## src/rtl/sfs_cfg.svh

```systemverilog
// Constants of the serial erase and program sequencer.
// Assumes inclusion by bare name from any file that needs them.
`ifndef SFS_CFG_SVH
`define SFS_CFG_SVH
`define SFS_CLK_NS     10
`define SFS_P11_NS     5000000
`define SFS_P11_CYC    ((`SFS_P11_NS + `SFS_CLK_NS - 1) / `SFS_CLK_NS)
`define SFS_LAST_BIT   5'h13
`define SFS_CMD_LAST   5'h03
`define SFS_CMD_CORE   4'h0
`define SFS_CMD_TW     4'hC
`define SFS_CMD_TWPI   4'hD
`define SFS_CMD_TWSP   4'hF
`define SFS_OPT_ADDR   22'h3C0004
`define SFS_CTRL_ADDR  22'h3C0006
`define SFS_ER_CHIP    8'h80
`define SFS_ER_DATA    8'h81
`define SFS_ER_BOOT    8'h83
`define SFS_ER_BLK1    8'h88
`define SFS_ER_BLK8    8'h8F
`define SFS_BLK_BASE   4'h2
`define SFS_MULTI_BIT  6
`define SFS_MCR_CFG    6
`define SFS_MCR_FREE   4
`define SFS_OP_MOVLW   8'h0E
`define SFS_OP_MOVWF   8'h6E
`define SFS_OP_CLRF    8'h6A
`define SFS_OP_BSF     4'h8
`define SFS_OP_BCF     4'h9
`define SFS_F_MCR      8'hA6
`define SFS_F_TPU      8'hF8
`define SFS_F_TPH      8'hF7
`define SFS_F_TPL      8'hF6
`define SFS_TP_INC     22'h000002
`define SFS_ALL_PANELS 8'hFF
`endif

```

## src/rtl/sfs_pkg.sv

```systemverilog
// Types shared by the serial erase and program sequencer.
// Assumes the constants header is on the include path.
`include "sfs_cfg.svh"
package sfs_pkg;
   // Region mask: bit 0 boot, bit 1 data memory, bits 2..9 code blocks 1..8.
   typedef logic [9:0] region_type;
   typedef logic [7:0][3:0][15:0] wbuf_type;
   typedef struct packed {
      logic [2:0]  pgc_s;
      logic [1:0]  pgd_s;
      logic [19:0] shift;
      logic [4:0]  bitcnt;
      logic        push_v;
      logic [19:0] push_w;
      logic        ovf;
      logic [7:0]  wreg;
      logic [21:0] tp;
      logic [7:0]  mcr;
      logic [7:0]  ctrl;
      logic [7:0]  eopt;
      logic        erase_arm;
      logic        prog_arm;
      logic        row_mode;
      logic        ebusy;
      logic [31:0] ecnt;
      region_type  emask;
      region_type  prot;
      logic        prog_on;
      logic        row_on;
      logic [7:0]  pen;
      logic [12:0] offset;
      wbuf_type    wbuf;
   } seq_state_type;
endpackage : sfs_pkg

```

## src/rtl/sfs_seq.sv

```systemverilog
// Erase and program sequencer behind the two-wire serial programming port.
// Assumes serial pins are asynchronous to i_mclk and that the flash array
// acts on the erase, program and panel-enable levels driven from here.
`timescale 1ns/1ps
`default_nettype none
`include "sfs_cfg.svh"

module sfs_fifo #(
   parameter int W = 20,
   parameter int D = 32
) (
   input  wire logic         i_mclk,  // Clock.
   input  wire logic         i_rst,   // Synchronous reset.
   input  wire logic         i_valid, // Writer offers a word.
   output logic              o_ready, // Room for a word.
   input  wire logic [W-1:0] i_data,  // Word written.
   output logic              o_valid, // Head word available.
   input  wire logic         i_ready, // Reader takes the head word.
   output logic [W-1:0]      o_data   // Head word.
);
   localparam int AW = $clog2(D);
   typedef struct packed {
      logic [D-1:0][W-1:0] mem;
      logic [AW-1:0]       wp;
      logic [AW-1:0]       rp;
      logic [AW:0]         cnt;
   } fifo_state_type;
   fifo_state_type q;
   fifo_state_type d;
   logic           push;
   logic           pop;

   // Pointers wrap by overflow, so the depth must be a power of two.
   always_comb
   begin
      d = q;
      push = i_valid && o_ready;
      pop = o_valid && i_ready;
      if (push)
      begin
         d.mem[q.wp] = i_data;
         d.wp = q.wp + 1'b1;
      end
      if (pop)
      begin
         d.rp = q.rp + 1'b1;
      end
      d.cnt = q.cnt + {{AW{1'b0}}, push} - {{AW{1'b0}}, pop};
   end

   // Flags are honest: full and empty come from the stored count.
   assign o_ready = (q.cnt != D[AW:0]);
   assign o_valid = (q.cnt != '0);
   assign o_data  = q.mem[q.rp];

   // Register the whole state.
   always_ff @(posedge i_mclk)
   begin
      if (i_rst)
      begin
         q <= '0;
      end
      else
      begin
         q <= d;
      end
   end
endmodule : sfs_fifo

module sfs_seq #(
   parameter int unsigned ERASE_CYC = `SFS_P11_CYC, // Self-timed erase length in cycles.
   parameter int          FIFO_D    = 32             // Instruction queue depth.
) (
   input  wire logic                i_mclk,         // 100 MHz clock.
   input  wire logic                i_rst,          // Synchronous reset, active high.
   input  wire logic                i_pgc,          // prog_serial_clock pin.
   input  wire logic                i_pgd,          // prog_serial_data pin input.
   input  wire sfs_pkg::region_type i_prot_set,     // Protection set strobes, same clock.
   output logic                     o_pgd_out,      // Serial data output level.
   output logic                     o_pgd_oe,       // Serial data output enable.
   output logic                     o_erase_busy,   // Bulk erase running.
   output sfs_pkg::region_type      o_erase_mask,   // Regions being bulk erased.
   output sfs_pkg::region_type      o_prot,         // Protection state per region.
   output logic                     o_prog_on,      // Panel programming active.
   output logic                     o_row_erase_on, // Row erase active on the enabled panels.
   output logic [7:0]               o_panel_en,     // Panels enabled for the operation.
   output logic [12:0]              o_offset,       // In-panel byte offset.
   output sfs_pkg::wbuf_type        o_wbuf,         // Write buffers of all panels.
   output logic [7:0]               o_panel_ctrl,   // panel_write_control contents.
   output logic                     o_overflow      // Instruction lost to a full queue.
);
   import sfs_pkg::*;

   seq_state_type q;
   seq_state_type d;
   logic          rise;
   logic          fall;
   logic          f_ready;
   logic          f_valid;
   logic [19:0]   f_word;
   logic          pop;
   logic [3:0]    cmd;
   logic [15:0]   pl;
   logic [2:0]    panel;

   // Decode an erase option into regions; an unknown code gives no region.
   function automatic region_type erase_decode(input logic [7:0] c);
      region_type m;
      m = '0;
      if (c == `SFS_ER_CHIP)
      begin
         m = '1;
      end
      else if (c == `SFS_ER_DATA)
      begin
         m[1] = 1'b1;
      end
      else if (c == `SFS_ER_BOOT)
      begin
         m[0] = 1'b1;
      end
      else if (c >= `SFS_ER_BLK1 && c <= `SFS_ER_BLK8)
      begin
         // Widened before the add so blocks 7 and 8 do not wrap onto boot and data.
         m[{1'b0, c[2:0]} + `SFS_BLK_BASE] = 1'b1;
      end
      return m;
   endfunction : erase_decode

   // Instructions queue here so a long erase does not drop decoded words.
   sfs_fifo #(.W(20), .D(FIFO_D)) u_fifo (
      .i_mclk  (i_mclk),
      .i_rst   (i_rst),
      .i_valid (q.push_v),
      .o_ready (f_ready),
      .i_data  (q.push_w),
      .o_valid (f_valid),
      .i_ready (!q.ebusy),
      .o_data  (f_word)
   );

   // Edges come from the second and third stages only.
   assign rise  = q.pgc_s[1] && !q.pgc_s[2];
   assign fall  = !q.pgc_s[1] && q.pgc_s[2];
   assign pop   = f_valid && !q.ebusy;
   assign cmd   = f_word[3:0];
   assign pl    = f_word[19:4];
   assign panel = q.tp[15:13];

   // Whole next-state logic: receiver, executor, erase timer, program window.
   always_comb
   begin
      d = q;
      d.pgc_s = {q.pgc_s[1:0], i_pgc};
      d.pgd_s = {q.pgd_s[0], i_pgd};
      d.push_v = 1'b0;
      // Shift on the falling clock, LSb first; suspended while erasing.
      if (fall && !q.ebusy)
      begin
         d.shift = {q.pgd_s[1], q.shift[19:1]};
         if (q.bitcnt == `SFS_LAST_BIT)
         begin
            d.bitcnt = '0;
            d.push_v = 1'b1;
            d.push_w = d.shift;
         end
         else
         begin
            d.bitcnt = q.bitcnt + 5'h01;
         end
         // Erase begins at the 4th fall of a NOP after a valid option.
         if (q.bitcnt == `SFS_CMD_LAST && q.erase_arm && d.shift[19:16] == `SFS_CMD_CORE)
         begin
            d.ebusy = 1'b1;
            d.ecnt = ERASE_CYC - 1;
            d.emask = erase_decode(q.eopt);
            d.prot = q.prot & ~erase_decode(q.eopt);
            d.erase_arm = 1'b0;
         end
      end
      if (q.push_v && !f_ready)
      begin
         d.ovf = 1'b1;
      end
      // Self-timed erase count-down.
      if (q.ebusy)
      begin
         if (q.ecnt == '0)
         begin
            d.ebusy = 1'b0;
            d.emask = '0;
         end
         else
         begin
            d.ecnt = q.ecnt - 32'h1;
         end
      end
      // Program or row erase runs while the 4th clock of the NOP is high.
      if (rise && q.bitcnt == `SFS_CMD_LAST && q.prog_arm && !q.ebusy)
      begin
         d.prog_on = !q.row_mode;
         d.row_on = q.row_mode;
         d.offset = {q.tp[12:3], 3'h0};
         if (q.ctrl[`SFS_MULTI_BIT])
         begin
            d.pen = `SFS_ALL_PANELS;
         end
         else
         begin
            d.pen = 8'h01 << panel;
         end
      end
      if (fall && (q.prog_on || q.row_on))
      begin
         d.prog_on = 1'b0;
         d.row_on = 1'b0;
         d.pen = '0;
         d.prog_arm = 1'b0;
      end
      // Executor: one queued instruction per cycle.
      if (pop)
      begin
         case (cmd)
            `SFS_CMD_CORE:
            begin
               if (pl[15:8] == `SFS_OP_MOVLW)
               begin
                  d.wreg = pl[7:0];
               end
               else if (pl[15:8] == `SFS_OP_MOVWF || pl[15:8] == `SFS_OP_CLRF)
               begin
                  if (pl[7:0] == `SFS_F_TPU)
                  begin
                     d.tp[21:16] = (pl[15:8] == `SFS_OP_MOVWF) ? q.wreg[5:0] : 6'h00;
                  end
                  else if (pl[7:0] == `SFS_F_TPH)
                  begin
                     d.tp[15:8] = (pl[15:8] == `SFS_OP_MOVWF) ? q.wreg : 8'h00;
                  end
                  else if (pl[7:0] == `SFS_F_TPL)
                  begin
                     d.tp[7:0] = (pl[15:8] == `SFS_OP_MOVWF) ? q.wreg : 8'h00;
                  end
               end
               else if (pl[7:0] == `SFS_F_MCR && pl[15:12] == `SFS_OP_BSF)
               begin
                  d.mcr[pl[11:9]] = 1'b1;
               end
               else if (pl[7:0] == `SFS_F_MCR && pl[15:12] == `SFS_OP_BCF)
               begin
                  d.mcr[pl[11:9]] = 1'b0;
               end
            end
            `SFS_CMD_TW, `SFS_CMD_TWPI, `SFS_CMD_TWSP:
            begin
               if (q.mcr[`SFS_MCR_CFG])
               begin
                  if (q.tp == `SFS_OPT_ADDR)
                  begin
                     d.eopt = pl[7:0];
                     d.erase_arm = (erase_decode(pl[7:0]) != '0);
                  end
                  else if (q.tp == `SFS_CTRL_ADDR)
                  begin
                     d.ctrl = pl[7:0];
                  end
               end
               else
               begin
                  d.wbuf[panel][q.tp[2:1]] = pl;
               end
               if (cmd == `SFS_CMD_TWPI)
               begin
                  d.tp = q.tp + `SFS_TP_INC;
               end
               if (cmd == `SFS_CMD_TWSP)
               begin
                  d.prog_arm = 1'b1;
                  d.row_mode = q.mcr[`SFS_MCR_FREE];
               end
            end
            default:
            begin
               d.wreg = q.wreg;
            end
         endcase
      end
      // External set strobes win over a same-cycle erase clear.
      d.prot = d.prot | i_prot_set;
   end

   // Register the whole state.
   always_ff @(posedge i_mclk)
   begin
      if (i_rst)
      begin
         q <= '0;
      end
      else
      begin
         q <= d;
      end
   end

   // Outputs are flop fields, the data pin drive tied low; read-back of the data pin is not served.
   assign o_pgd_out      = 1'b0;
   assign o_pgd_oe       = 1'b0;
   assign o_erase_busy   = q.ebusy;
   assign o_erase_mask   = q.emask;
   assign o_prot         = q.prot;
   assign o_prog_on      = q.prog_on;
   assign o_row_erase_on = q.row_on;
   assign o_panel_en     = q.pen;
   assign o_offset       = q.offset;
   assign o_wbuf         = q.wbuf;
   assign o_panel_ctrl   = q.ctrl;
   assign o_overflow     = q.ovf;
endmodule : sfs_seq
`default_nettype wire

```

## config.mk

```make
export PLATFORM = sky130hd
export DESIGN_NAME = sfs_seq
export DESIGN_NICKNAME = d
export VERILOG_FILES = /design/src/rtl/sfs_pkg.sv /design/src/rtl/sfs_seq.sv
export VERILOG_INCLUDE_DIRS = /design/src /design/src/rtl
export SDC_FILE = /design/constraint.sdc
export NUM_CORES = 2
export LEC_CHECK = 0
export BUFFER_PORTS_ARGS = -buffer_cell sky130_fd_sc_hd__buf_2
export CAP_MARGIN = 0
export CORE_MARGIN = 5
export CORE_UTILIZATION = 64
export DETAILED_ROUTE_END_ITERATION = 7
export PLACE_DENSITY_LB_ADDON = 0.1
export SYNTH_ARGS = -nofsm -noshare
export SYNTH_HDL_FRONTEND = slang
export SYNTH_HIERARCHICAL = 1
export SYNTH_SLANG_ARGS = --single-unit
```

## constraint.sdc

```tcl
create_clock -name i_mclk -period 6.05 [get_ports i_mclk]
set_input_delay 0.605 -clock i_mclk [delete_from_list [all_inputs] [get_ports i_mclk]]
set_output_delay 0.605 -clock i_mclk [all_outputs]
set_load 0.02 [all_outputs]
```

==> impl_results.md <==
- Buf/Inv on CP: 1
- Clock Tree Buf Depth: 3
- Most frequent cells in the layout: nand2_1, dfxtp_1, a21oi_1
- Root buf cell: clkbuf_16
- Core Area: around 90,000 µm²
- CTS tree: done
- RSZ-0062 raised after global routing: false
- Crit path DAT: approximately 6 ns
- Final wirelength: 187,900 µm
- Post-synth cell types: 90
- CP max FO: 36
- Max-slew violation count: 0
- Endpoint type of the worst setup path: flip-flop
- Final worst-path setup slack: slightly below 0.7 ns
- Antenna viol nets, final: 0
- Leading cell type in the layout, fill and taps excluded: nand2_1
- Total Power: 19.07 mW
- Die Height: 313.1 µm
- FFs w/ async S/R, synth: 0
- Final period util: 0.8885
- Vias in the first global route: between 40,000 and 50,000
- Sequential element share of the synthesized area: 0.4574
- Initial DRC count: ~6,000
- Ratio of cells with drive above 1 in the final layout: 0.1691
- Post-route insts no fill: approximately 8,000
- Die area: 98,010 µm²
- Initial antenna violation count: 3
- Pleak: between 20 and 25 nW
- Worst-path cell chain: buf_4 -> mux4_2 -> a22oi_1 -> a21oi_1 -> nand4b_1 -> nor4b_4 -> nand2_1 -> nand2_1 -> a21oi_1
- Post-synth EDFFs: 0
- Status: finished, final reports clean
- Clk slew on worst S/H paths: approximately 0.06 ns
- Share of Yosys cell area claimed by the top area cell type: 0.4574
- I/O Buffers: 575
- Largest net degree at the start of global routing: ~230
- First-pass GRT wire length: about 280,000 µm
- Row count: 111
- Crit path max-delay family: simple AND/OR/NAND/NOR gates
- Skew final: roughly 0.030 ns
- Synth Instances: roughly 7,100
- Worst Hold Depth: 3
- H-tree depth: 4
- Cts repair resizes: 0
- Clk sinks: 1,343
- Post-detail-place hpwl: approximately 120,000 µm
- Synthesized area per cell: just over 8 µm²
- Area leader, netlist: dfxtp_1
- Worst IR Drop VDD: ~0.0003 V
- Vias per cell: roughly 6
- Area contributors post-synth: dfxtp_1, nand2_1, a21oi_1, buf_4, mux2i_1
- Cts bufs inserted: roughly 140
- Hold Slack: 0.05989 ns
- GRT Residual Overflow: 0
- TritonRoute pass-1 iters: 6
- WP data required: about 6.6 ns
- Gpl congestion: 0.9263
- Later-pin clock latency in the skew report: about 0.76 ns
- Setup Total Neg Slack: 0 ns
- DRC: 0
- Min Tclk post-route: roughly 5.4 ns
- Ports: around 580
- Finish-stage setup viols: 0
- Pwr Density: 303.6 nW/µm²
- Critical path depth: 9
- Peak Freq: ~0.19 GHz
- Initial Util: 0.6432
- Die width: 313.1 µm
- Nets@finish: between 6,000 and 7,000
- Mapped Area: slightly below 60,000 µm²
- CP peak stage delay: roughly 0.93 ns
- Min-delay worst type: in2reg
- Critical-path top delay cell: nor4b_4
- WS Path Type: reg2reg
- Worst slew pin tran: around 1.3 ns
- Dominant register cell in the synthesized netlist: dfxtp_1
- R2R depth: 9
- Setup Fix Bufs, Post-CTS: 0
- Syn. warnings: 6
- CP Launch Type: flip-flop
- Number of hold buffers added after CTS: 0
- Slew margin rel.: 0.1249
- Dpl cells: between 7,000 and 8,000
- DR vias: slightly below 50,000
- Total track usage: 0.3637
- Post-Place Worst Slack: a little under 0.8 ns
- Final hold vios: 0
- Post-DR wirelength/cell: approximately 23 µm
- Synthesis-stage register bit count: 1,343
- Area grow syn2layout: 6.828%
- Max-cap violations: 0
worst min-delay path: stages:
cell and delay (ns):
buf_2 0.08, a21oi_1 0.03, nor2_1 0.06
metrics by stage:
| step | util | instance area (µm²) |
|---|---|---|
| after floorplan | - | 58800 |
| after global placement | 0.6375 | 58260 |
| after detailed placement | 0.6378 | 58290 |
| after CTS | 0.6871 | 62790 |
| after global routing | 0.6872 | 62800 |
| final | 0.6872 | 62800 |
Yosys cell counts, types with 13 or more instances:
master / number
a2111oi_2: 19
a211oi_1: 13
a21oi_1: 1093
a22o_1: 21
a22oi_1: 21
and2_1: 13
buf_1: 14
buf_2: 72
buf_4: 582
clkbuf_1: 462
dfxtp_1: 1343
ha_1: 24
inv_1: 37
mux2i_1: 330
mux4_2: 110
nand2_1: 2051
nand3_1: 27
nand4_1: 44
nor2_1: 343
nor3_1: 60
nor4_1: 42
o21ai_0: 41
o221ai_1: 20
o22ai_1: 21
or4_1: 17
cell families (layout without fill, tap and decap cells):
logic type / count (synthesis) / in the layout / share of synthesized area
compound gates: 1323 / 1323 / 0.1249
xor+xnor: 15 / 15 / 0.002235
fa+ha+maj: 25 / 25 / 0.005449
buf+inv: 1180 / 1025 / 0.1156
flops: 1343 / 1343 / 0.4574
mux: 451 / 451 / 0.1030
other cells: 1 / 6 / 0.00006379
simple gates: 2728 / 2728 / 0.1914
power breakdown:
part	switching, mW	internal (mW)	total [mW]
Sequential	0.132	8.89	9.02
Clock	3.56	4.94	8.50
Combinational	0.965	0.585	1.55
Total	4.66	14.4	19.1
metal layers:
layer	GRT usage	vias to the layer above	routed length [µm]
li1	-	22552	-
met1	0.4781	23617	74200
met2	0.5677	2507	84530
met3	0.07610	512	17540
met4	0.1935	2	11580
met5	0	-	13
area by class of cell:
class | count | area, µm²
Antenna cell | 1 | 2.502
Clock buffer | 210 | 4182
Clock inverter | 36 | 326.6
Fill cell | 7388 | 28590
Inverter | 40 | 150.1
Multi-Input combinational cell | 4547 | 25520
Sequential cell | 1343 | 26900
Tap cell | 1186 | 1484
Timing Repair Buffer | 739 | 4235
worst paths after layout:
check	start	end	slack (ns)
setup / recovery	u_fifo/q[6]$_SDFFE_PP0P_	o_wbuf[232]$_SDFFE_PP0P_	0.67
hold / removal	i_prot_set[0]	o_prot[0]$_SDFF_PP0_	0.06
setup reg to reg	u_fifo/q[6]$_SDFFE_PP0P_	o_wbuf[232]$_SDFFE_PP0P_	0.67
hold reg to reg	o_erase_mask[4]$_SDFF_PP0_	o_erase_mask[4]$_SDFF_PP0_	0.45
flip-flops by register name, indices dropped and copies added (netlist names), named ones only:
signal	count
u_fifo/q	656
o_wbuf	512
q	117
o_erase_mask	10
o_offset	10
o_prot	10
o_panel_ctrl	8
o_panel_en	8
d	3
panel	3
o_erase_busy	1
o_overflow	1
o_prog_on	1
o_row_erase_on	1
(Power assumes the default switching activity.)
